## src/core/cmd_pkg.sv

```systemverilog
// Purpose: constants and carriers for the seek / sense / set-features command logic
// Assumes: task-file registers reached over a plain address/strobe port
// Notes:   byte-wide registers sit in the low bits of each index
package cmd_pkg;
   // register indices (byte address = index)
   localparam logic [3:0] IDX_FEATURE   = 4'h1;
   localparam logic [3:0] IDX_SECCNT    = 4'h2;
   localparam logic [3:0] IDX_SECNUM    = 4'h3;
   localparam logic [3:0] IDX_CYLLO     = 4'h4;
   localparam logic [3:0] IDX_CYLHI     = 4'h5;
   localparam logic [3:0] IDX_DEVHEAD   = 4'h6;
   localparam logic [3:0] IDX_COMMAND   = 4'h7;
   localparam logic [3:0] IDX_ERROR     = 4'h8;
   localparam logic [3:0] IDX_STATUS    = 4'h9;
   localparam logic [3:0] IDX_FLAGS     = 4'ha;
   localparam logic [3:0] IDX_XFER      = 4'hb;
   localparam logic [3:0] IDX_APM       = 4'hc;
   localparam logic [3:0] IDX_SATA      = 4'hd;
   localparam logic [3:0] IDX_TEMP      = 4'he;
   // command codes
   localparam logic [3:0] CMD_SEEK_HI   = 4'h7;
   localparam logic [7:0] CMD_SENSE     = 8'hf0;
   localparam logic [7:0] CMD_SETFEAT   = 8'hef;
   localparam logic [7:0] SENSE_FEAT    = 8'h01;
   // set-features subcodes
   localparam logic [7:0] SF_WC_EN      = 8'h02;
   localparam logic [7:0] SF_XFER       = 8'h03;
   localparam logic [7:0] SF_APM_EN     = 8'h05;
   localparam logic [7:0] SF_PUIS_EN    = 8'h06;
   localparam logic [7:0] SF_SPINUP     = 8'h07;
   localparam logic [7:0] SF_SATA_EN    = 8'h10;
   localparam logic [7:0] SF_HOSTTIME   = 8'h43;
   localparam logic [7:0] SF_EPC        = 8'h4a;
   localparam logic [7:0] SF_RLA_DIS    = 8'h55;
   localparam logic [7:0] SF_REVERT_DIS = 8'h66;
   localparam logic [7:0] SF_WC_DIS     = 8'h82;
   localparam logic [7:0] SF_APM_DIS    = 8'h85;
   localparam logic [7:0] SF_PUIS_DIS   = 8'h86;
   localparam logic [7:0] SF_SATA_DIS   = 8'h90;
   localparam logic [7:0] SF_RLA_EN     = 8'haa;
   localparam logic [7:0] SF_REVERT_EN  = 8'hcc;
   // temperature code limits
   localparam int         TEMP_MIN_C    = -20;
   localparam int         TEMP_MAX_C    = 107;
   localparam logic [7:0] TEMP_CODE_LO  = 8'h00;
   localparam logic [7:0] TEMP_CODE_HI  = 8'hff;
   // status / error bit positions
   localparam int ST_BSY = 7;
   localparam int ST_RDY = 6;
   localparam int ST_DSC = 4;
   localparam int ST_DRQ = 3;
   localparam int ST_ERR = 0;
   localparam int ER_ABT = 2;
   // device/head fields
   localparam int DH_LBA = 6;
   // flags register layout
   localparam int FL_WC     = 0;
   localparam int FL_RLA    = 1;
   localparam int FL_REVERT = 2;
   localparam int FL_RELINT = 3;
   localparam int FL_APM    = 4;
   localparam int FL_PUIS   = 5;
   localparam int FL_STBY   = 6;
   localparam logic [7:0] APM_ABORT_LO = 8'h00;
   localparam logic [7:0] APM_ABORT_HI = 8'hff;
   localparam logic [7:0] RDY_STATUS   = 8'h50;

   typedef struct packed {
      logic [3:0] addr;
      logic [7:0] wdata;
      logic       wr;
      logic       rd;
   } reg_req_t;

   typedef struct packed {
      logic       wc;
      logic       rla;
      logic       revert;
      logic       relint;
      logic       apm;
      logic       puis;
      logic       standby;
   } feat_t;
endpackage : cmd_pkg

```

## src/core/cmd_exec.sv

```systemverilog
// Purpose: executes seek, sense-condition and set-features commands
// Assumes: host writes parameters then command; inputs synchronous to core_clk
// Notes:   commands complete in the cycle after the command write
`timescale 1ns/1ns
`default_nettype none
//////////////////////////////////////////////////////////////////////////////
// Contract
// - command upper nibble 0111 is a seek to given track and head.
// - seek runs even on unformatted media, no format abort.
// - CHS seek: cylinder from high/low, head from device/head field.
// - LBA seek: sector, cyl low, cyl high, head give bits 0-27.
// - LBA seek completion returns current address in same registers.
// - F0h is temperature sense, accepted even in power-up standby.
// - sense needs feature 01h, otherwise abort.
// - sense result byte returned in sector count.
// - codes 01h-FEh mean code/2 minus 20 degrees.
// - 00h at or below -20 C, FFh above 107 C.
// - set-features with undefined subcode sets abort.
// - 02h enables, 82h disables write cache.
// - 03h sets transfer mode from sector count.
// - 05h enables APM with level, 85h disables.
// - 06h/86h power-up standby on/off; 07h spins up.
// - 10h/90h enable/disable serial feature named in sector count.
// - 43h records host sector time; 4Ah accepted as EPC.
// - AAh enables, 55h disables read look-ahead.
// - CCh enables, 66h disables reverting to power-on defaults.
// - reset: cache on, look-ahead on, revert off, release interrupt off.
// - transfer mode: upper five bits type, lower three mode.
module cmd_exec (
   input  wire  logic              core_clk,
   input  wire  logic              rst_n,
   input  wire  cmd_pkg::reg_req_t req,
   input  wire  logic signed [9:0] temp_half_c,
   input  wire  logic              standby_strap,
   output logic [7:0]              rdata,
   output logic [27:0]             seek_target,
   output logic                    seek_lba,
   output logic                    seek_go,
   output logic                    spinup_go,
   output cmd_pkg::feat_t          feat
);
   import cmd_pkg::*;

   typedef enum logic [1:0] {IDLE, EXEC} state_t;
   state_t      state_r;
   logic [7:0]  feature_r, seccnt_r, secnum_r, cyllo_r, cylhi_r, devhead_r, cmd_r;
   logic [7:0]  error_r, status_r, xfer_r, apm_r, sata_r;
   logic [15:0] hosttime_r;
   logic [7:0]  temp_code;
   logic        sf_known;
   logic        strap_seen_r;
   logic        cmd_wr;
   logic        abort_nxt;

   assign cmd_wr = req.wr && req.addr == IDX_COMMAND;

   //////////////////////////////////////////////////////////////////////////
   // temperature encoding: input in half degrees, so code = half + 40
   always_comb begin
      if (temp_half_c <= 10'(2 * TEMP_MIN_C))
         temp_code = TEMP_CODE_LO;
      else if (temp_half_c > 10'(2 * TEMP_MAX_C))
         temp_code = TEMP_CODE_HI;
      else
         temp_code = 8'(temp_half_c - 10'(2 * TEMP_MIN_C));
   end

   always_comb begin
      case (feature_r)
         SF_WC_EN, SF_XFER, SF_APM_EN, SF_PUIS_EN, SF_SPINUP, SF_SATA_EN,
         SF_HOSTTIME, SF_EPC, SF_RLA_DIS, SF_REVERT_DIS, SF_WC_DIS,
         SF_APM_DIS, SF_PUIS_DIS, SF_SATA_DIS, SF_RLA_EN, SF_REVERT_EN:
            sf_known = 1'b1;
         default: sf_known = 1'b0;
      endcase
   end

   always_comb begin
      abort_nxt = 1'b0;
      if (cmd_r[7:4] == CMD_SEEK_HI)
         abort_nxt = 1'b0;
      else if (cmd_r == CMD_SENSE)
         abort_nxt = feature_r != SENSE_FEAT;
      else if (cmd_r == CMD_SETFEAT)
         abort_nxt = !sf_known ||
            (feature_r == SF_APM_EN &&
             (seccnt_r == APM_ABORT_LO || seccnt_r == APM_ABORT_HI));
      else
         abort_nxt = 1'b1;
   end

   //////////////////////////////////////////////////////////////////////////
   // parameter registers; seek in LBA mode writes back current address
   always_ff @(posedge core_clk) begin
      if (!rst_n) begin
         feature_r <= 8'h00;
         seccnt_r  <= 8'h00;
         secnum_r  <= 8'h00;
         cyllo_r   <= 8'h00;
         cylhi_r   <= 8'h00;
         devhead_r <= 8'h00;
         cmd_r     <= 8'h00;
      end else if (state_r == EXEC) begin
         if (cmd_r == CMD_SENSE && !abort_nxt)
            seccnt_r <= temp_code;
         if (cmd_r[7:4] == CMD_SEEK_HI && devhead_r[DH_LBA]) begin
            secnum_r       <= seek_target[7:0];
            cyllo_r        <= seek_target[15:8];
            cylhi_r        <= seek_target[23:16];
            devhead_r[3:0] <= seek_target[27:24];
         end
      end else if (req.wr && status_r[ST_BSY] == 1'b0) begin
         case (req.addr)
            IDX_FEATURE: feature_r <= req.wdata;
            IDX_SECCNT:  seccnt_r  <= req.wdata;
            IDX_SECNUM:  secnum_r  <= req.wdata;
            IDX_CYLLO:   cyllo_r   <= req.wdata;
            IDX_CYLHI:   cylhi_r   <= req.wdata;
            IDX_DEVHEAD: devhead_r <= req.wdata;
            IDX_COMMAND: cmd_r     <= req.wdata;
            default: ;
         endcase
      end
   end

   always_ff @(posedge core_clk) begin
      if (!rst_n)
         state_r <= IDLE;
      else begin
         case (state_r)
            IDLE:    if (cmd_wr) state_r <= EXEC;
            EXEC:    state_r <= IDLE;
            default: state_r <= IDLE;
         endcase
      end
   end

   //////////////////////////////////////////////////////////////////////////
   // seek: target latched and pulsed out in the execute cycle
   always_ff @(posedge core_clk) begin
      if (!rst_n) begin
         seek_target <= 28'h0000000;
         seek_lba    <= 1'b0;
         seek_go     <= 1'b0;
      end else begin
         seek_go <= 1'b0;
         // gated by busy so a stray command write cannot launch a second seek
         if (cmd_wr && !status_r[ST_BSY] && req.wdata[7:4] == CMD_SEEK_HI) begin
            seek_lba <= devhead_r[DH_LBA];
            seek_go  <= 1'b1;
            if (devhead_r[DH_LBA])
               seek_target <= {devhead_r[3:0], cylhi_r, cyllo_r, secnum_r};
            else
               seek_target <= {devhead_r[3:0], 8'h00, cylhi_r, cyllo_r};
         end
      end
   end

   //////////////////////////////////////////////////////////////////////////
   // status and error; busy only during the execute cycle
   always_ff @(posedge core_clk) begin
      if (!rst_n) begin
         status_r <= RDY_STATUS;
         error_r  <= 8'h00;
      end else if (cmd_wr && !status_r[ST_BSY]) begin
         status_r         <= 8'h00;
         status_r[ST_BSY] <= 1'b1;
         error_r          <= 8'h00;
      end else if (state_r == EXEC) begin
         status_r         <= RDY_STATUS;
         status_r[ST_ERR] <= abort_nxt;
         status_r[ST_DRQ] <= 1'b0;
         error_r[ER_ABT]  <= abort_nxt;
      end
   end

   //////////////////////////////////////////////////////////////////////////
   // feature state; sense is not gated by standby
   always_ff @(posedge core_clk) begin
      if (!rst_n) begin
         feat.wc      <= 1'b1;
         feat.rla     <= 1'b1;
         feat.revert  <= 1'b0;
         feat.relint  <= 1'b0;
         feat.apm     <= 1'b0;
         feat.puis    <= 1'b0;
         feat.standby <= 1'b0;
         xfer_r       <= 8'h00;
         apm_r        <= 8'h00;
         sata_r       <= 8'h00;
         hosttime_r   <= 16'h0000;
         strap_seen_r <= 1'b0;
         spinup_go    <= 1'b0;
      end else begin
         spinup_go <= 1'b0;
         // standby strap caught once after reset release
         if (!strap_seen_r) begin
            strap_seen_r <= 1'b1;
            feat.standby <= standby_strap;
         end
         if (state_r == EXEC && cmd_r == CMD_SETFEAT && !abort_nxt) begin
            case (feature_r)
               SF_WC_EN:      feat.wc     <= 1'b1;
               SF_WC_DIS:     feat.wc     <= 1'b0;
               SF_XFER:       xfer_r      <= seccnt_r;
               SF_APM_EN: begin
                  feat.apm <= 1'b1;
                  apm_r    <= seccnt_r;
               end
               SF_APM_DIS:    feat.apm    <= 1'b0;
               SF_PUIS_EN:    feat.puis   <= 1'b1;
               SF_PUIS_DIS:   feat.puis   <= 1'b0;
               SF_SPINUP: begin
                  feat.standby <= 1'b0;
                  spinup_go    <= 1'b1;
               end
               SF_SATA_EN:    sata_r[seccnt_r[2:0]] <= 1'b1;
               SF_SATA_DIS:   sata_r[seccnt_r[2:0]] <= 1'b0;
               SF_HOSTTIME:   hosttime_r  <= {secnum_r, seccnt_r};
               SF_RLA_EN:     feat.rla    <= 1'b1;
               SF_RLA_DIS:    feat.rla    <= 1'b0;
               SF_REVERT_EN:  feat.revert <= 1'b1;
               SF_REVERT_DIS: feat.revert <= 1'b0;
               default: ;                                    // epc accepted, no state
            endcase
         end
      end
   end

   //////////////////////////////////////////////////////////////////////////
   // read port: data one cycle after the strobe, zero for unmapped
   always_ff @(posedge core_clk) begin
      if (!rst_n)
         rdata <= 8'h00;
      else if (req.rd) begin
         case (req.addr)
            IDX_FEATURE: rdata <= feature_r;
            IDX_SECCNT:  rdata <= seccnt_r;
            IDX_SECNUM:  rdata <= secnum_r;
            IDX_CYLLO:   rdata <= cyllo_r;
            IDX_CYLHI:   rdata <= cylhi_r;
            IDX_DEVHEAD: rdata <= devhead_r;
            IDX_COMMAND: rdata <= cmd_r;
            IDX_ERROR:   rdata <= error_r;
            IDX_STATUS:  rdata <= status_r;
            IDX_FLAGS:   rdata <= {1'b0, feat.standby, feat.puis, feat.apm,
                                   feat.relint, feat.revert, feat.rla, feat.wc};
            IDX_XFER:    rdata <= xfer_r;
            IDX_APM:     rdata <= apm_r;
            IDX_SATA:    rdata <= sata_r;
            IDX_TEMP:    rdata <= hosttime_r[7:0];
            default:     rdata <= 8'h00;
         endcase
      end
   end

   //////////////////////////////////////////////////////////////////////////
   property p_seek_go;
      @(posedge core_clk) disable iff (!rst_n)
      cmd_wr && req.wdata[7:4] == CMD_SEEK_HI && !status_r[ST_BSY] |=> seek_go;
   endproperty
   a_seek_go: assert property (p_seek_go) else $error("seek not issued");

   property p_no_fmt_abort;
      @(posedge core_clk) disable iff (!rst_n)
      state_r == EXEC && cmd_r[7:4] == CMD_SEEK_HI |=> !error_r[ER_ABT];
   endproperty
   a_no_fmt_abort: assert property (p_no_fmt_abort) else $error("seek aborted");

   property p_chs;
      @(posedge core_clk) disable iff (!rst_n)
      seek_go && !seek_lba |-> seek_target == {devhead_r[3:0], 8'h00, cylhi_r, cyllo_r};
   endproperty
   a_chs: assert property (p_chs) else $error("chs target bad");

   property p_lba;
      @(posedge core_clk) disable iff (!rst_n)
      seek_go && seek_lba |=> {devhead_r[3:0], cylhi_r, cyllo_r, secnum_r} == seek_target;
   endproperty
   a_lba: assert property (p_lba) else $error("lba writeback bad");

   property p_sense_abort;
      @(posedge core_clk) disable iff (!rst_n)
      state_r == EXEC && cmd_r == CMD_SENSE && feature_r != SENSE_FEAT
      |=> error_r[ER_ABT] && status_r[ST_ERR];
   endproperty
   a_sense_abort: assert property (p_sense_abort) else $error("sense not aborted");

   property p_sense_res;
      @(posedge core_clk) disable iff (!rst_n)
      state_r == EXEC && cmd_r == CMD_SENSE && feature_r == SENSE_FEAT
      |=> seccnt_r == $past(temp_code);
   endproperty
   a_sense_res: assert property (p_sense_res) else $error("sense result bad");

   property p_temp_hi;
      @(posedge core_clk) disable iff (!rst_n)
      temp_half_c > 10'sd214 |-> temp_code == 8'hff;
   endproperty
   a_temp_hi: assert property (p_temp_hi) else $error("hot code bad");

   property p_sf_abort;
      @(posedge core_clk) disable iff (!rst_n)
      state_r == EXEC && cmd_r == CMD_SETFEAT && !sf_known |=> error_r[ER_ABT];
   endproperty
   a_sf_abort: assert property (p_sf_abort) else $error("subcode not aborted");

   property p_wc;
      @(posedge core_clk) disable iff (!rst_n)
      state_r == EXEC && cmd_r == CMD_SETFEAT && feature_r == SF_WC_DIS |=> !feat.wc;
   endproperty
   a_wc: assert property (p_wc) else $error("cache not disabled");

   property p_rla;
      @(posedge core_clk) disable iff (!rst_n)
      state_r == EXEC && cmd_r == CMD_SETFEAT && feature_r == SF_RLA_DIS |=> !feat.rla;
   endproperty
   a_rla: assert property (p_rla) else $error("look-ahead not disabled");

   property p_revert;
      @(posedge core_clk) disable iff (!rst_n)
      state_r == EXEC && cmd_r == CMD_SETFEAT && feature_r == SF_REVERT_EN |=> feat.revert;
   endproperty
   a_revert: assert property (p_revert) else $error("revert not enabled");

   property p_apm;
      @(posedge core_clk) disable iff (!rst_n)
      state_r == EXEC && cmd_r == CMD_SETFEAT && feature_r == SF_APM_EN && !abort_nxt
      |=> feat.apm && apm_r == seccnt_r;
   endproperty
   a_apm: assert property (p_apm) else $error("apm level not taken");

   property p_spinup;
      @(posedge core_clk) disable iff (!rst_n)
      state_r == EXEC && cmd_r == CMD_SETFEAT && feature_r == SF_SPINUP
      |=> spinup_go && !feat.standby;
   endproperty
   a_spinup: assert property (p_spinup) else $error("spin-up not issued");

   property p_busy;
      @(posedge core_clk) disable iff (!rst_n)
      cmd_wr && !status_r[ST_BSY] |=> status_r[ST_BSY] ##1 !status_r[ST_BSY];
   endproperty
   a_busy: assert property (p_busy) else $error("busy window bad");

   property p_abort_done;
      @(posedge core_clk) disable iff (!rst_n)
      state_r == EXEC && abort_nxt |=> !status_r[ST_BSY] && !status_r[ST_DRQ] && status_r[ST_ERR];
   endproperty
   a_abort_done: assert property (p_abort_done) else $error("abort status bad");
endmodule : cmd_exec
`default_nettype wire

```

## config.mk

```make
export PLATFORM = sky130hd
export DESIGN_NAME = cmd_exec
export DESIGN_NICKNAME = d
export VERILOG_FILES = /design/src/core/cmd_pkg.sv /design/src/core/cmd_exec.sv
export SDC_FILE = /design/constraint.sdc
export NUM_CORES = 1
export LEC_CHECK = 0
export ABC_AREA = 1
export BUFFER_PORTS_ARGS = -buffer_cell sky130_fd_sc_hd__buf_2
export CORE_UTILIZATION = 40
export CTS_CLUSTER_DIAMETER = 40
export DETAILED_ROUTE_END_ITERATION = 7
export PLACE_DENSITY = 0.6
export SYNTH_ARGS = -nofsm -noshare
export SYNTH_HDL_FRONTEND = slang
export SYNTH_SLANG_ARGS = --single-unit
```

## constraint.sdc

```tcl
create_clock -name core_clk -period 1.91 [get_ports core_clk]
set_input_delay 0.0955 -clock core_clk [delete_from_list [all_inputs] [get_ports core_clk]]
set_output_delay 0.0955 -clock core_clk [all_outputs]
set_load 0.02 [all_outputs]
```

Yosys cells after proc, flatten, opt, wreduce, memory -nomap -nowiden

Index checks and enable logic that the tools add are counted.

Bits in writable memories: 0
Bits in latches: 0
Memories: 0
Input port bits: 27
Register bits after elaboration: 139
Bits in read-only memories: 0
Output and inout bits: 46
Word-level logic and storage cells: 171

$mul: 0
$add $sub $neg: 1
Multiplexer cells: 44
Magnitude comparators: 4
Divide/modulo/power cells: 0
Bitwise logic cells: 6
Eq/ne operators: 38
Reductions and logical operators: 51
Shifts and indexed selects: 0

Operators by type and width:

| kind                                                                              | number |
|---|---|
| 8-bit two-way mux                                                                 | 20 |
| 8-bit case mux with 14 select lines                                               | 1 |
| 8-bit equality test, second input constant                                        | 9 |
| 8-bit by 7-bit equality test with 1-bit output, second input constant             | 4 |
| 4-bit equality test, second input constant                                        | 7 |
| 2-bit nonzero test                                                                | 13 |
| 4-bit by 3-bit equality test with 1-bit output, second input constant             | 6 |
| 8-bit by 3-bit equality test with 1-bit output, second input constant             | 3 |
| 24-bit two-way mux                                                                | 1 |
| 3-bit AND reduction                                                               | 8 |
| 2-bit AND reduction                                                               | 11 |
| 8-bit by 2-bit equality test with 1-bit output, second input constant             | 2 |
| 4-bit two-way mux                                                                 | 4 |
| 8-bit case mux with 2 select lines                                                | 1 |
| 16-bit OR reduction                                                               | 1 |
| 1-bit two-way mux                                                                 | 11 |
| 10-bit by 9-bit > comparator with 1-bit output, second input constant             | 1 |
| 10-bit by 7-bit less-or-equal comparator with 1-bit output, second input constant | 1 |
| 1-bit logical AND                                                                 | 10 |
| 1-bit case mux with 2 select lines                                                | 5 |
| 8-bit AND                                                                         | 1 |
| 4-bit by 2-bit equality test with 1-bit output, second input constant             | 2 |
| 8-bit by 5-bit equality test with 1-bit output, second input constant             | 1 |
| 8-bit zero test                                                                   | 1 |
| 14 further kinds                                                                  | 20 |

Logic depth before layout (Yosys ltp)

Gate-level depths: netlist of run 1.

Depth after elaboration: 12
Gate-level depth with buffers: 15
Mapped depth without buffers: 14

Worst setup path before layout of run 1

Ideal clock, no wire load.

Path type: reg2reg
Start point: register feature_r[3]
End point: register feat[0] (netlist bit)
Arrival time: 1.567 ns
Stages on the path, launching flop included: 16
Library setup time: 0.111 ns
Slack: 0.233 ns
Data required time: 1.799 ns
Buffers on the path: 1
Clock period less this slack: 1.677 ns
Cells stage by stage: dfxtp_1 inv_2 nand2_2 nor2_1 nand2_1 nand2_1 nor2_1 nand3_2 nand2_2 nand2_4 buf_6 nand2_2 nor2_1 nand3_1 nand3_1 inv_1

Longest elaborated chain between the ends: 11
Elaborated cells on any way between the ends: 29
Classes of those cells: eq/ne (17); mux (6); reduce/logical (6)

Ends and longest elaborated chain:

| element                                                                      | line                           | RTL |
|---|---|---|
| start: declaration                                                           | cmd_exec.sv:46                 | `logic [7:0] feature_r, seccnt_r, secnum_r, cyllo_r, cylhi_r, devhead_r, cmd_r;` |
| start signal: assignment                                                     | cmd_exec.sv:114                | `IDX_FEATURE: feature_r <= req.wdata;` |
| 8-bit by 3-bit equality test with 1-bit output, or another cell as far along | cmd_exec.sv:69, cmd_exec.sv:86 |  |
| 16-bit OR reduction                                                          | cmd_exec.sv:69                 | `case (feature_r)` |
| 1-bit two-way mux                                                            | cmd_exec.sv:69                 |  |
| 1-bit zero test                                                              | cmd_exec.sv:85                 | `abort_nxt = !sf_known \|\|` |
| 1-bit logical OR                                                             | cmd_exec.sv:85                 |  |
| 1-bit two-way mux                                                            | cmd_exec.sv:84                 | `else if (cmd_r == CMD_SETFEAT)` |
| 1-bit two-way mux                                                            | cmd_exec.sv:82                 | `else if (cmd_r == CMD_SENSE)` |
| 1-bit two-way mux                                                            | cmd_exec.sv:80                 | `if (cmd_r[7:4] == CMD_SEEK_HI)` |
| 1-bit zero test                                                              | cmd_exec.sv:201                | `if (state_r == EXEC && cmd_r == CMD_SETFEAT && !abort_nxt) begin` |
| 1-bit logical AND                                                            | cmd_exec.sv:201                |  |
| 1-bit two-way mux *                                                          | cmd_exec.sv:201                |  |
| end: declaration                                                             | cmd_exec.sv:40                 | `output cmd_pkg::feat_t feat` |

Mark *: on every way between the ends. The rest lies on a longest branch, timed or not.
A chain may end at the register's enable or synchronous reset.

Worst setup path in the final report of run 1

Start point: register feature_r[6]
End point: register xfer_r[5]

Longest elaborated chain between the ends: 11
Elaborated cells on any way between the ends: 28
Classes of those cells: eq/ne (17); mux (4); reduce/logical (7)

Ends and longest elaborated chain:

| element                                                                      | line                           | RTL |
|---|---|---|
| 8-bit by 3-bit equality test with 1-bit output, or another cell as far along | cmd_exec.sv:69, cmd_exec.sv:86 |  |
| 16-bit OR reduction                                                          | cmd_exec.sv:69                 |  |
| 1-bit two-way mux                                                            | cmd_exec.sv:69                 |  |
| 1-bit zero test                                                              | cmd_exec.sv:85                 |  |
| 1-bit logical OR                                                             | cmd_exec.sv:85                 |  |
| 1-bit two-way mux                                                            | cmd_exec.sv:84                 |  |
| 1-bit two-way mux                                                            | cmd_exec.sv:82                 |  |
| 1-bit two-way mux                                                            | cmd_exec.sv:80                 |  |
| 1-bit zero test                                                              | cmd_exec.sv:201                |  |
| 1-bit logical AND                                                            | cmd_exec.sv:201                |  |
| 2-bit AND reduction (no line) *                                              | n/a                            |  |
| end signal: assignment                                                       | cmd_exec.sv:205                | `SF_XFER: xfer_r <= seccnt_r;` |
| end: declaration                                                             | cmd_exec.sv:47                 | `logic [7:0] error_r, status_r, xfer_r, apm_r, sata_r;` |

Marked as above.

==> results, run 1 <==
- The sequential cells in the finished layout cover a total of 2778 um^2.
- The measured slew at the worst slew-check pin is 0.5158 ns.
- The sort of element at the start of the critical path is a flip-flop.
- The cell with the largest stage delay on the worst path is dfxtp_4.
- Of all cell types, the one taking the most synthesized area is dfxtp_1.
- The area added between synthesis and finish is 27.78%.
- The clock-pin slew of the registers on the worst-case setup and hold paths is 0.06 ns.
- For the final database, setup skew stands at 0.007334 ns.
- The leakage power total is 3.521 nW.
- The detailed-router iteration count before antenna repair is 5.
- The smallest clock period supported by the final layout is computed as 1.852 ns.
- The fraction of registers with async set or reset after synthesis is 0.
- The post-synth design cell area is 6738 um^2.
- For this run the aggregate overflow at the end of global routing stands at 0.
- Summed over all nets, the half-perimeter wirelength after detailed placement is 16790 um.
- The number of flip-flops under the largest register name is 28.
- In the synthesized netlist the dominant register cell turns out to be dfxtp_1.
- For this configuration, the core starts out at a cell density of 0.4077.
- The die covers 17370 um^2.
- The area share of the leading cell type in the synthesized netlist is 0.4100.
- The first-iteration detailed-routing DRC count is 685.
- The via count of the first global-routing pass is 6280.
- The root buffer cell is clkbuf_16.
- Measured against its own limit, the worst slew margin works out to 0.6549.
- In this run the worst setup path begins at feature_r[6].
- The boundary pin count is 73.
- The H-tree generated during clock tree synthesis spans 4 levels.
- After floorplanning, the core was sized to cover 16520 um^2.
- The wire length after detailed routing is 22780 um.
- TritonCTS created 17 clock buffers.
- The final worst setup slack is 0.05794 ns.
- During placement, the flow inserted port buffers numbering 71.
- VDD sags by at most 0.5949 mV.
- The min-delay analysis places its worst path in the category in -> reg.
- The average cell area after synthesis is 7.107 um^2.
- Detailed routing inserted a total of 7037 vias.
- TritonCTS built the clock tree.
- At the worst endpoint, the arrival time is 2.21 ns.
- The first global-routing pass estimated 35430 um of wire.
- At the placement stage, the worst setup path has a slack of -0.02718 ns.
- The number of warnings issued by yosys is 0.
- STA puts the critical path data required time at 2.27 ns.
- The number of slew-limit violations in the final report was 0.
- By area the synthesized netlist is led by dfxtp_1 41%, nand2_1 13%, a21oi_1 8.2%.
- The worst-path maximum fanout is 8.
- The maximum single-stage delay on the critical path is 0.37 ns.
- The max-capacitance violation count is 0.
- The startpoint of the most critical hold path is req[4].
- The final net count is 1106.
- The filler cells instantiated in the layout total 1627.
- The largest net degree at the start of global routing is 76.
- The via density per instance is 5.372.
- The power per cell area is 776.5 nW/um^2.
- Once layout is complete, the cells apart from fillers number 1310.
- The worst setup path is captured at a flip-flop.
- The number of nets produced by synthesis is 977.
- The longest clock path from root to sink contains 2 buffers.
- In the post-synthesis netlist, the cell with the most instances is nand2_1.
- Derived from the worst setup path, the maximum achievable clock frequency is 0.5399 GHz.
- The initial antenna violation count is 0.
- The worst flop-to-flop path startpoint is feature_r[6].
- CTS saw 138 sinks.
- The height of the die is 131.8 um.
- After floorplanning, the core was divided into 47 placement rows.
- The signal on the critical path passes through inv_4 -> nand2_4 -> nor2_8 -> inv_4 -> nor3_4 -> buf_6 -> a21oi_4 -> nand2_4 -> nand2_8 -> nor2_8 -> nand2_1 -> a21oi_1.
- The smallest hold slack is 0.02113 ns.
- The repair_antennas step left the layout with diodes totalling 0.
- In the final layout, the share of cells above drive strength 1 is 0.2376.
- The hold violation total from the final report was 0.
- In the global route stage, overall resource usage came out at 0.2641.
- The completed layout was analyzed and its total power is 6.686 mW.
- The commonest cells after synthesis are 229 x nand2_1, 138 x dfxtp_1, 110 x a21oi_1.
- For this run, design rule violations remaining after detail routing come to 0.
- The global placer's final weighted congestion is 0.9113.
- After detailed routing, the average wire length per cell comes to 17.39 um.
- The instance count after placement with tap cells included is 1259.
- The flow ran to the end, and the final reports show no timing, DRC or antenna violations.
- The synthesized netlist contains 46 unique library cells.
- The area of the multi-input gates is 3567 um^2.
- Of the synthesized area, sequential elements account for 0.4100.
- The final-report setup violation count is 0.
- The share of the core filled with cells is 0.5210.
- The x dimension of the die is 131.8 um.
- seek_target holds more flip-flops than any other register.
- The critical setup path kind is reg -> reg.
- In this run, synthesis inferred 0 flip-flops with an integrated enable.
- The latest clock arrival within the worst-skew pair is 0.43 ns.
- The post-route antenna net violation count is 0.
- In the synthesized netlist, the number of instances is 948.
- The post-synthesis register bit count is 138.
- Of the available clock period, the critical path in the final layout requires 0.9697.
==> stage by stage <==
step | TNS (ns) | cell area, um^2
global placement | 0 | 7710
detailed placement | -0.1644 | 7710
finish | 0 | 8610
global route | -0.08247 | 8610
CTS | 0 | 8343
floorplan | 0 | 6738
==> cell usage in the layout, fill, tap and decap left out, types with 4 or more instances in the layout <==
cell type | netlist | routed
o22ai_1 | 4 | 4
inv_6 | 0 | 5
nand3_1 | 38 | 37
nand2_1 | 229 | 218
inv_8 | 0 | 4
inv_4 | 0 | 6
a21oi_2 | 1 | 5
a31oi_1 | 32 | 32
buf_2 | 11 | 72
a22o_1 | 4 | 4
clkbuf_16 | 0 | 17
o211ai_1 | 4 | 4
buf_12 | 0 | 6
dfxtp_1 | 138 | 130
nor2_8 | 5 | 5
nor2_4 | 3 | 7
inv_2 | 14 | 9
a211oi_1 | 4 | 4
nand4_1 | 25 | 25
clkinv_1 | 5 | 5
a221oi_1 | 14 | 14
nand2_2 | 7 | 16
buf_4 | 2 | 70
nor3_1 | 14 | 13
a21oi_1 | 110 | 105
inv_1 | 67 | 66
nand2_4 | 5 | 6
nor2_1 | 68 | 65
dfxtp_2 | 0 | 6
o21ai_0 | 87 | 87
==> final cells by class <==
cell class / count / share of cell area
Clock buffer: 17 / 0.04941
Clock inverter: 15 / 0.01817
Inverter: 86 / 0.03924
Multi-Input combinational cell: 680 / 0.4143
Sequential cell: 138 / 0.3226
Tap cell: 220 / 0.03197
Timing Repair Buffer: 154 / 0.1243
==> worst paths after layout <==
check | depth (start not counted) | slack [ns] | end
worst max-delay path | 12 | 0.06 | xfer_r[5]
worst min-delay path | 3 | 0.02 | cmd_r[2]
worst max register to register | 12 | 0.06 | xfer_r[5]
worst min register to register | 2 | 0.46 | hosttime_r[6]
==> critical path: cells and delay by family (launching register included) <==
kind | cells | cell delay, ns
compound gates | 2 | 0.21
buf+inv | 3 | 0.26
flops | 1 | 0.37
simple gates | 7 | 0.94
==> what timing repair did <==
action | CTS | global route
buffers inserted | 1 | 14
gates resized for setup | 4 | 46
hold buffers | 3 | 0
endpoints found under the hold margin | 8 | 0
endpoints found under the setup margin | 9 | 43
cloned | 0 | 1
pin swaps | 1 | 19
==> power by group <==
part	switching, mW	total (mW)	internal [mW]
registers	0.0353	2.95	2.91
logic	0.305	0.460	0.155
clock network	1.43	3.28	1.85
total	1.77	6.69	4.91
==> kinds of logic after synthesis <==
family / Yosys count / share of synthesized area
compound gates: 269 / 0.2256
xor+xnor: 2 / 0.002600
fa+ha+maj: 2 / 0.003713
buf+inv: 130 / 0.07781
flops: 138 / 0.4100
other cells: 1 / 0.0005566
simple gates: 406 / 0.2797
==> routing by layer <==
metal / global-route usage / vias to the layer above / wire length (um)
li1: - / 3495 / -
met1: 0.3684 / 3248 / 10640
met2: 0.4039 / 254 / 10260
met3: 0.04652 / 40 / 1289
met4: 0.1047 / 0 / 598
met5: 0 / - / 0
No activity file was read; power rests on OpenSTA's default activity.
==> run 2: changes to the inputs <==
--- a/config.mk
+++ b/config.mk
@@ -7,8 +7,8 @@
 export LEC_CHECK = 0
 export ABC_AREA = 1
 export BUFFER_PORTS_ARGS = -buffer_cell sky130_fd_sc_hd__buf_2
+export CORE_MARGIN = 4
 export CORE_UTILIZATION = 40
-export CTS_CLUSTER_DIAMETER = 40
 export DETAILED_ROUTE_END_ITERATION = 7
 export PLACE_DENSITY = 0.6
 export SYNTH_ARGS = -nofsm -noshare
==> run 2 against run 1 <==
Against the previous run:
- fmax fell by 0.14%
- via count rose by 0.26%
- combinational power barely moved
- die area rose by 9.3%
- clock-buffer cell count rose by 2
- first-iteration DRC count rose by 0.44%
- global-route usage fell by 1.4 points
- cell count fell by 0.61%
- largest power group unchanged
- sequential share of layout area rose by 0.26 points
- final area fell by 0.54%
- sequential power barely moved
- worst hold slack improved by 0.025 ns
==> results, run 2 (synthesized netlist as in run 1, its figures left out) <==
- Run status: completed (unchanged).
- The final net count came to 1097 (was 1106).
- The number of clock sinks is 138 (unchanged).
- The arrival time at the worst endpoint is 2.13 ns (was 2.21 ns).
- The final-report setup violation count is 0 (unchanged).
- The standard cell core area is 16520 um^2 (unchanged).
- The detailed-router iteration count before antenna repair is 5 (unchanged).
- The count of port buffers added during placement came to 71 (unchanged).
- The setup slack of the worst register-to-register path came to 0.06 ns (about the same).
- The average wire per cell in the routed design is 18.04 um (was 17.39 um).
- The power per cell area is 780.6 nW/um^2 (was 776.5 nW/um^2).
- Cell-by-cell listing of the critical path: inv_2 -> nand2_1 -> nor2_4 -> nand2_2 -> nand2_2 -> nor2_2 -> nand3_2 -> nand2_4 -> nand2_4 -> buf_8 -> nand4_4 -> nand2_2 -> a21oi_1 (was inv_4 -> nand2_4 -> nor2_8 -> inv_4 -> nor3_4 -> buf_6 -> a21oi_4 -> nand2_4 -> nand2_8 -> nor2_8 -> nand2_1 -> a21oi_1).
- The wire length after detailed routing is 23490 um (was 22780 um).
- The critical path data required time was 2.19 ns (was 2.27 ns).
- The worst flop-to-flop path startpoint was feature_r[1] (was feature_r[6]).
- The initial antenna violation count is 0 (unchanged).
- The end of the worst register-to-register path is xfer_r[7] (was xfer_r[5]).
- The cell with the largest stage delay on the worst path is dfxtp_2 (was dfxtp_4).
- The critical path's most frequent cell is nand2_2.
- The first-iteration detailed-routing DRC count is 688 (was 685).
- The measured slew at the worst slew-check pin came to 0.8663 ns (was 0.5158 ns).
- The leakage power total was 3.488 nW (was 3.521 nW).
- The number of slew-limit violations in the final report is 0 (unchanged).
- The post-placement setup slack is -0.03532 ns (was -0.02718 ns).
- The level count of the clock H-tree is 4 (unchanged).
- The overall power after layout is 6.684 mW (was 6.686 mW).
- The upper clock frequency limit is 0.5392 GHz (was 0.5399 GHz).
- The path length in cells of the critical path came to 13 (was 12).
- The remaining design rule violation count came to 0 (unchanged).
- The largest net degree at the start of global routing came to 76 (unchanged).
- The kind of end point of the critical path is a flip-flop (unchanged).
- The maximum single-stage delay on the critical path is 0.34 ns (was 0.37 ns).
- The clock-pin slew of the registers on the worst-case setup and hold paths is 0.07 ns (was 0.06 ns).
- The fraction of the cycle the final worst path needs is 0.9711 (was 0.9697).
- The die footprint is 18980 um^2 (was 17370 um^2).
- The root buffer cell is clkbuf_16 (unchanged).
- The latest clock arrival within the worst-skew pair was 0.43 ns (about the same).
- The most frequent standard cell in the layout excluding fill and tap cells is nand2_1 (unchanged).
- The normalized max-slew margin was 0.4180 (was 0.6549).
- The deepest clock path buffer count is 2 (unchanged).
- The critical setup path kind was reg -> reg (unchanged).
- The length in cells of the worst reg-to-reg path came to 13 (was 12).
- The number of buffers added by the clock tree synthesis step is 17 (unchanged).
- The global-route wire length before repair is 36150 um (was 35430 um).
- The final worst setup slack is 0.05528 ns (was 0.05794 ns).
- The starting density of the core is 0.4077 (unchanged).
- The sort of element at the start of the critical path is a flip-flop (unchanged).
- The boundary pin count is 73 (unchanged).
- The launch point of the worst path is feature_r[1] (was feature_r[6]).
- The via count of the first global-routing pass came to 6495 (was 6280).
- The max-capacitance violation count is 0 (unchanged).
- The x dimension of the die is 137.8 um (was 131.8 um).
- The global placer's final weighted congestion is 0.9489 (was 0.9113).
- The number of flip-flops under the largest register name is 28 (unchanged).
- The area added between synthesis and finish is 27.09% (was 27.78%).
- The overflow left after global routing came to 0 (unchanged).
- The register name with the most flops is seek_target (unchanged).
- The worst setup skew after layout is 0.01275 ns (was 0.007334 ns).
- The post-route antenna net violation count came to 0 (unchanged).
- The class of the tightest hold or removal check is in -> reg (unchanged).
- The overall track demand over capacity in global routing is 0.2503 (was 0.2641).
- The layout cell share with drive strength beyond 1 is 0.2414 (was 0.2376).
- The detailed-route via count is 7055 (was 7037).
- The CTS tree is done (unchanged).
- The last element of the critical path is xfer_r[7] (was xfer_r[5]).
- Setup repair after global routing could not meet its margin everywhere.
- The via density per instance came to 5.419 (was 5.372).
- The worst-path maximum fanout is 9 (was 8).
- The detailed-placement wirelength estimate is 17360 um (was 16790 um).
- The cell family with the largest share of critical-path delay is simple AND/OR/NAND/NOR gates (unchanged).
- The hold violation total from the final report is 0 (unchanged).
- The number of buffer and inverter instances along the worst setup path is 2 (was 3).
- The maximum resistive drop on vdd is 0.7700 mV (was 0.5949 mV).
- The number of rows in the core area was 47 (unchanged).
- Commonest cells after routing, fill and taps aside: 213 x nand2_1, 126 x dfxtp_1, 106 x a21oi_1 (was 218 x nand2_1, 130 x dfxtp_1, 105 x a21oi_1).
- The height of the die was 137.8 um (was 131.8 um).
- The minimum clock period after layout is 1.855 ns (was 1.852 ns).
[run 2: changes by cell type in the layout (fill, tap and decap cells not counted), sizes merged]
cell	previous run	this run
dlygate4sd3	3	8
diode	0	1
clkinvlp	2	3
clkbuf	17	19
bufinv	1	2
clkinv	8	9
inv	90	85
buf	151	137
[run 2: where the power goes]
part / switching [mW] / internal (mW) / total [mW]
logic: 0.305 / 0.154 / 0.460
registers: 0.0361 / 2.91 / 2.95
clock network: 1.34 / 1.93 / 3.28
[run 2: final cells by class]
| type | count | area [um^2] |
|---|---|---|
| Multi-Input combinational cell | 680 | 3577 |
| Clock inverter | 13 | 142.6 |
| Antenna cell | 1 | 2.502 |
| Inverter | 86 | 334.1 |
| Fill cell | 1622 | 7961 |
| Sequential cell | 138 | 2785 |
| Timing Repair Buffer | 145 | 1013 |
| Tap cell | 220 | 275.3 |
| Clock buffer | 19 | 432.9 |
[run 2: worst min path at each step]
stage	from	endpoint	slack, ns	cells past startpoint
6_report	req[9]	feature_r[7]	0.05	3
5_1_grt	req[9]	cmd_r[7]	0.06	3
4_1_cts	req[9]	feature_r[7]	0.04	3
3_5_place_dp	req[8]	cmd_r[6]	0.42	3
3_3_place_gp	req[8]	cmd_r[6]	0.40	3
2_1_floorplan	rst_n	strap_seen_r	0.12	0
[run 2: tightest hold or removal path, stage by stage]
cell and delay, ns:
buf_2 0.14, o21ai_0 0.16, a21oi_1 0.04
[run 2: per-layer routing]
| metal | up-vias | global-route usage | share of wire |
|---|---|---|---|
| met5 | - | 0 | 0 |
| met4 | 0 | 0.09056 | 0.025 |
| met3 | 37 | 0.04456 | 0.057 |
| met2 | 255 | 0.3972 | 0.46 |
| met1 | 3287 | 0.3413 | 0.45 |
| li1 | 3476 | - | - |
[run 2: metrics by stage]
step / util / hold WS (ns) / cell area, um^2 / setup TNS [ns] / instances
finish: 0.5182 / 0.04567 / 8563 / 0 / 1302
global route: 0.5181 / 0.06431 / 8561 / -0.6277 / 1301
CTS: 0.5043 / 0.03929 / 8333 / 0 / 1292
detailed placement: 0.4641 / 0.4215 / 7670 / -0.07752 / 1252
global placement: 0.4641 / 0.4018 / 7670 / 0 / 1252
floorplan: - / 0.1232 / 6738 / 0 / 948
[run 2: repair_timing]
item | 4_1_cts | 5_1_grt
endpoints found under the setup margin | 12 | 47
pin swaps | 1 | 12
resized for setup | 4 | 60
endpoints found under the hold margin | 13 | 0
hold buffers | 8 | 0
cloned | 0 | 0
buffers inserted | 0 | 9
==> run 3: changes to the inputs <==
--- a/config.mk
+++ b/config.mk
@@ -8,9 +8,9 @@
 export ABC_AREA = 1
 export BUFFER_PORTS_ARGS = -buffer_cell sky130_fd_sc_hd__buf_2
 export CORE_MARGIN = 4
-export CORE_UTILIZATION = 40
+export CORE_UTILIZATION = 35
 export DETAILED_ROUTE_END_ITERATION = 7
-export PLACE_DENSITY = 0.6
+export PLACE_DENSITY = 0.54
 export SYNTH_ARGS = -nofsm -noshare
 export SYNTH_HDL_FRONTEND = slang
 export SYNTH_SLANG_ARGS = --single-unit
==> run 3 against run 2 <==
Against the previous run:
- sequential share of layout area decreased by 0.30 points
- flip-flop and latch count unchanged
- die area increased by 13%
- first-iteration DRC count decreased by 1.9%
- via count decreased by 0.62%
- cell count increased by 3.1%
- core utilization decreased by 6.0 points
- fmax increased by 0.31%
- worst setup slack improved by 0.0058 ns
- worst hold slack got worse by 0.043 ns
- clock skew decreased by 0.0027 ns
- critical endpoint is now apm_r[7]
- largest power group unchanged
==> results, run 3 (synthesized netlist as in run 1, its figures left out) <==
- The overflow left after global routing is 0 (unchanged).
- The measured slew at the worst slew-check pin came to 0.6609 ns (was 0.8663 ns).
- The post-placement setup slack is -0.02654 ns (was -0.03532 ns).
- The combinational group share of total power is 0.066 (was 0.069).
- The most frequent standard cell in the layout excluding fill and tap cells is nand2_1 (unchanged).
- The count of port buffers added during placement is 71 (unchanged).
- The detailed-placement wirelength estimate is 17930 um (was 17360 um).
- The cell family with the largest share of critical-path delay is simple AND/OR/NAND/NOR gates (unchanged).
- The normalized max-slew margin is 0.5578 (was 0.4180).
- The number of clock sinks is 138 (unchanged).
- The switching power total came to 1.742 mW (was 1.686 mW).
- The global-route wire length before repair is 37670 um (was 36150 um).
- The class of the tightest hold or removal check is in -> reg (unchanged).
- The standard cell core area is 18830 um^2 (was 16520 um^2).
- The sort of element at the start of the critical path is a flip-flop (unchanged).
- The final worst setup slack is 0.06105 ns (was 0.05528 ns).
- The final total negative setup slack is 0 ns (unchanged).
- The via count of the first global-routing pass is 6500 (was 6495).
- The number of buffers added by the clock tree synthesis step is 17 (unchanged).
- The overall track demand over capacity in global routing is 0.2228 (was 0.2503).
- The remaining design rule violation count was 0 (unchanged).
- The area added between synthesis and finish is 27.95% (was 27.09%).
- The leakage power total is 3.518 nW (was 3.488 nW).
- Commonest cells after routing, fill and taps aside: 221 x nand2_1, 128 x dfxtp_1, 104 x a21oi_1 (was 213 x nand2_1, 126 x dfxtp_1, 106 x a21oi_1).
- The CTS tree is done (unchanged).
- Run status: completed (unchanged).
- The critical setup path kind is reg -> reg (unchanged).
- The register name with the most flops is seek_target (unchanged).
- Cell-by-cell listing of the critical path: inv_2 -> nand2_8 -> nor2_8 -> nand2_4 -> nand2_1 -> nor2_2 -> nand3_2 -> nand2_4 -> nand2_8 -> nand2_8 -> nor2_8 -> nand2_1 -> a21oi_2 (was inv_2 -> nand2_1 -> nor2_4 -> nand2_2 -> nand2_2 -> nor2_2 -> nand3_2 -> nand2_4 -> nand2_4 -> buf_8 -> nand4_4 -> nand2_2 -> a21oi_1).
- The clock share of power is 0.500 (was 0.490).
- The critical path data required time is 2.28 ns (was 2.19 ns).
- The arrival time at the worst endpoint is 2.21 ns (was 2.13 ns).
- The instance count after placement with tap cells included came to 1297 (was 1252).
- The max-capacitance violation count is 0 (unchanged).
- The sequential share of power is 0.434 (was 0.441).
- The level count of the clock H-tree is 4 (unchanged).
- The number of buffer and inverter instances along the worst setup path was 1 (was 2).
- The maximum single-stage delay on the critical path is 0.32 ns (was 0.34 ns).
- The final net count came to 1099 (was 1097).
- The number of flip-flops under the largest register name is 28 (unchanged).
- RSZ-0062 raised after global routing: true (unchanged).
- The detailed-router iteration count before antenna repair was 6 (was 5).
- The kind of end point of the critical path is a flip-flop (unchanged).
- The global placer's final weighted congestion is 0.8860 (was 0.9489).
- The initial antenna violation count is 0 (unchanged).
- The maximum resistive drop on vdd is 0.5732 mV (was 0.7700 mV).
- The height of the die came to 146.7 um (was 137.8 um).
- The starting density of the core is 0.3578 (was 0.4077).
- The x dimension of the die came to 146.7 um (was 137.8 um).
- The die footprint came to 21530 um^2 (was 18980 um^2).
- The cell with the largest stage delay on the worst path is dfxtp_1 (was dfxtp_2).
- The detailed-route via count is 7011 (was 7055).
- The number of slew-limit violations in the final report was 0 (unchanged).
- The latest clock arrival within the worst-skew pair came to 0.43 ns (about the same).
- The minimum clock period after layout is 1.849 ns (was 1.855 ns).
- The post-route antenna net violation count is 0 (unchanged).
- The fraction of the cycle the final worst path needs was 0.9680 (was 0.9711).
- The number of antenna repair diodes was 0 (was 1).
- The boundary pin count is 73 (unchanged).
- The worst setup skew after layout came to 0.01003 ns (was 0.01275 ns).
- The root buffer cell is clkbuf_16 (unchanged).
- The largest net degree at the start of global routing is 76 (unchanged).
- The first-iteration detailed-routing DRC count is 675 (was 688).
- The clock-pin slew of the registers on the worst-case setup and hold paths was 0.06 ns (was 0.07 ns).
- The via density per instance is 5.220 (was 5.419).
- The worst-path maximum fanout is 8 (was 9).
- The number of cells in the finished layout apart from fillers came to 1343 (was 1302).
- The number of rows in the core area is 50 (was 47).
- The hold violation total from the final report is 0 (unchanged).
- The overall power after layout came to 6.800 mW (was 6.684 mW).
- The critical path's most frequent cell is nand2_8 (was nand2_2).
- The power per cell area came to 788.8 nW/um^2 (was 780.6 nW/um^2).
- The wire length after detailed routing is 24090 um (was 23490 um).
- The deepest clock path buffer count was 2 (unchanged).
- The layout cell share with drive strength beyond 1 is 0.2336 (was 0.2414).
- The net switching share of the total power was 0.2563 (was 0.2523).
- The upper clock frequency limit is 0.5408 GHz (was 0.5392 GHz).
- The internal power consumption is 5.057 mW (was 4.998 mW).
- The final-report setup violation count is 0 (unchanged).
- The average wire per cell in the routed design is 17.93 um (was 18.04 um).
[run 3: power groups by stage]
stage | combinational (mW) | clock [mW] | sequential [mW]
5_1_grt | 0.491 | 3.57 | 2.95
4_1_cts | 0.434 | 3.45 | 2.95
3_3_place_gp | 0.425 | 0 | 3.01
6_report | 0.449 | 3.40 | 2.95
3_5_place_dp | 0.424 | 0 | 3.01
2_1_floorplan | 0.237 | 0 | 3.00
[run 3: cell type report]
class / instances / area, um^2
inverters: 86 / 331.6
clock inverters: 13 / 157.7
well taps: 260 / 325.3
fillers: 1897 / 10210
clock buffers: 19 / 442.9
multi-input cells: 680 / 3568
flip-flops and latches: 138 / 2778
repair buffers: 147 / 1017
[run 3: routing by layer]
layer / vias to the layer above / wire [um] / track usage
met5: - / 0 / 0
met1: 3253 / 10950 / 0.3118
met2: 234 / 11010 / 0.3448
met4: 0 / 656 / 0.07808
li1: 3480 / - / -
met3: 44 / 1465 / 0.04164
[run 3: timing repair]
action,CTS,global route
pin swaps,0,18
buffers inserted,0,9
hold buffers,5,0
gates resized for setup,3,43
endpoints found under the hold margin,7,0
endpoints found under the setup margin,10,44
[run 3: worst paths after layout]
| kind | start | to | slack [ns] | depth (start not counted) |
|---|---|---|---|---|
| setup / recovery | feature_r[3] | apm_r[7] | 0.06 | 13 |
| hold / removal | req[5] | cmd_r[3] | 0.003 | 3 |
| setup reg to reg | feature_r[3] | apm_r[7] | 0.06 | 13 |
| hold reg to reg | rdata[0] | rdata[0] | 0.46 | 2 |
[run 3: through the flow]
stage | utilization | hold slack [ns] | area (um^2)
floorplan | - | 0.1232 | 6738
CTS | 0.4470 | 0.0009556 | 8417
global route | 0.4578 | 0.01864 | 8621
detailed placement | 0.4120 | 0.4336 | 7757
global placement | 0.4120 | 0.4268 | 7757
finish | 0.4578 | 0.002509 | 8621
[run 3: tightest hold or removal path, delay by kind of cell]
kind,cells,cell delay (ns)
AOI/OAI and AO/OA,2,0.18
buffers and inverters,1,0.11
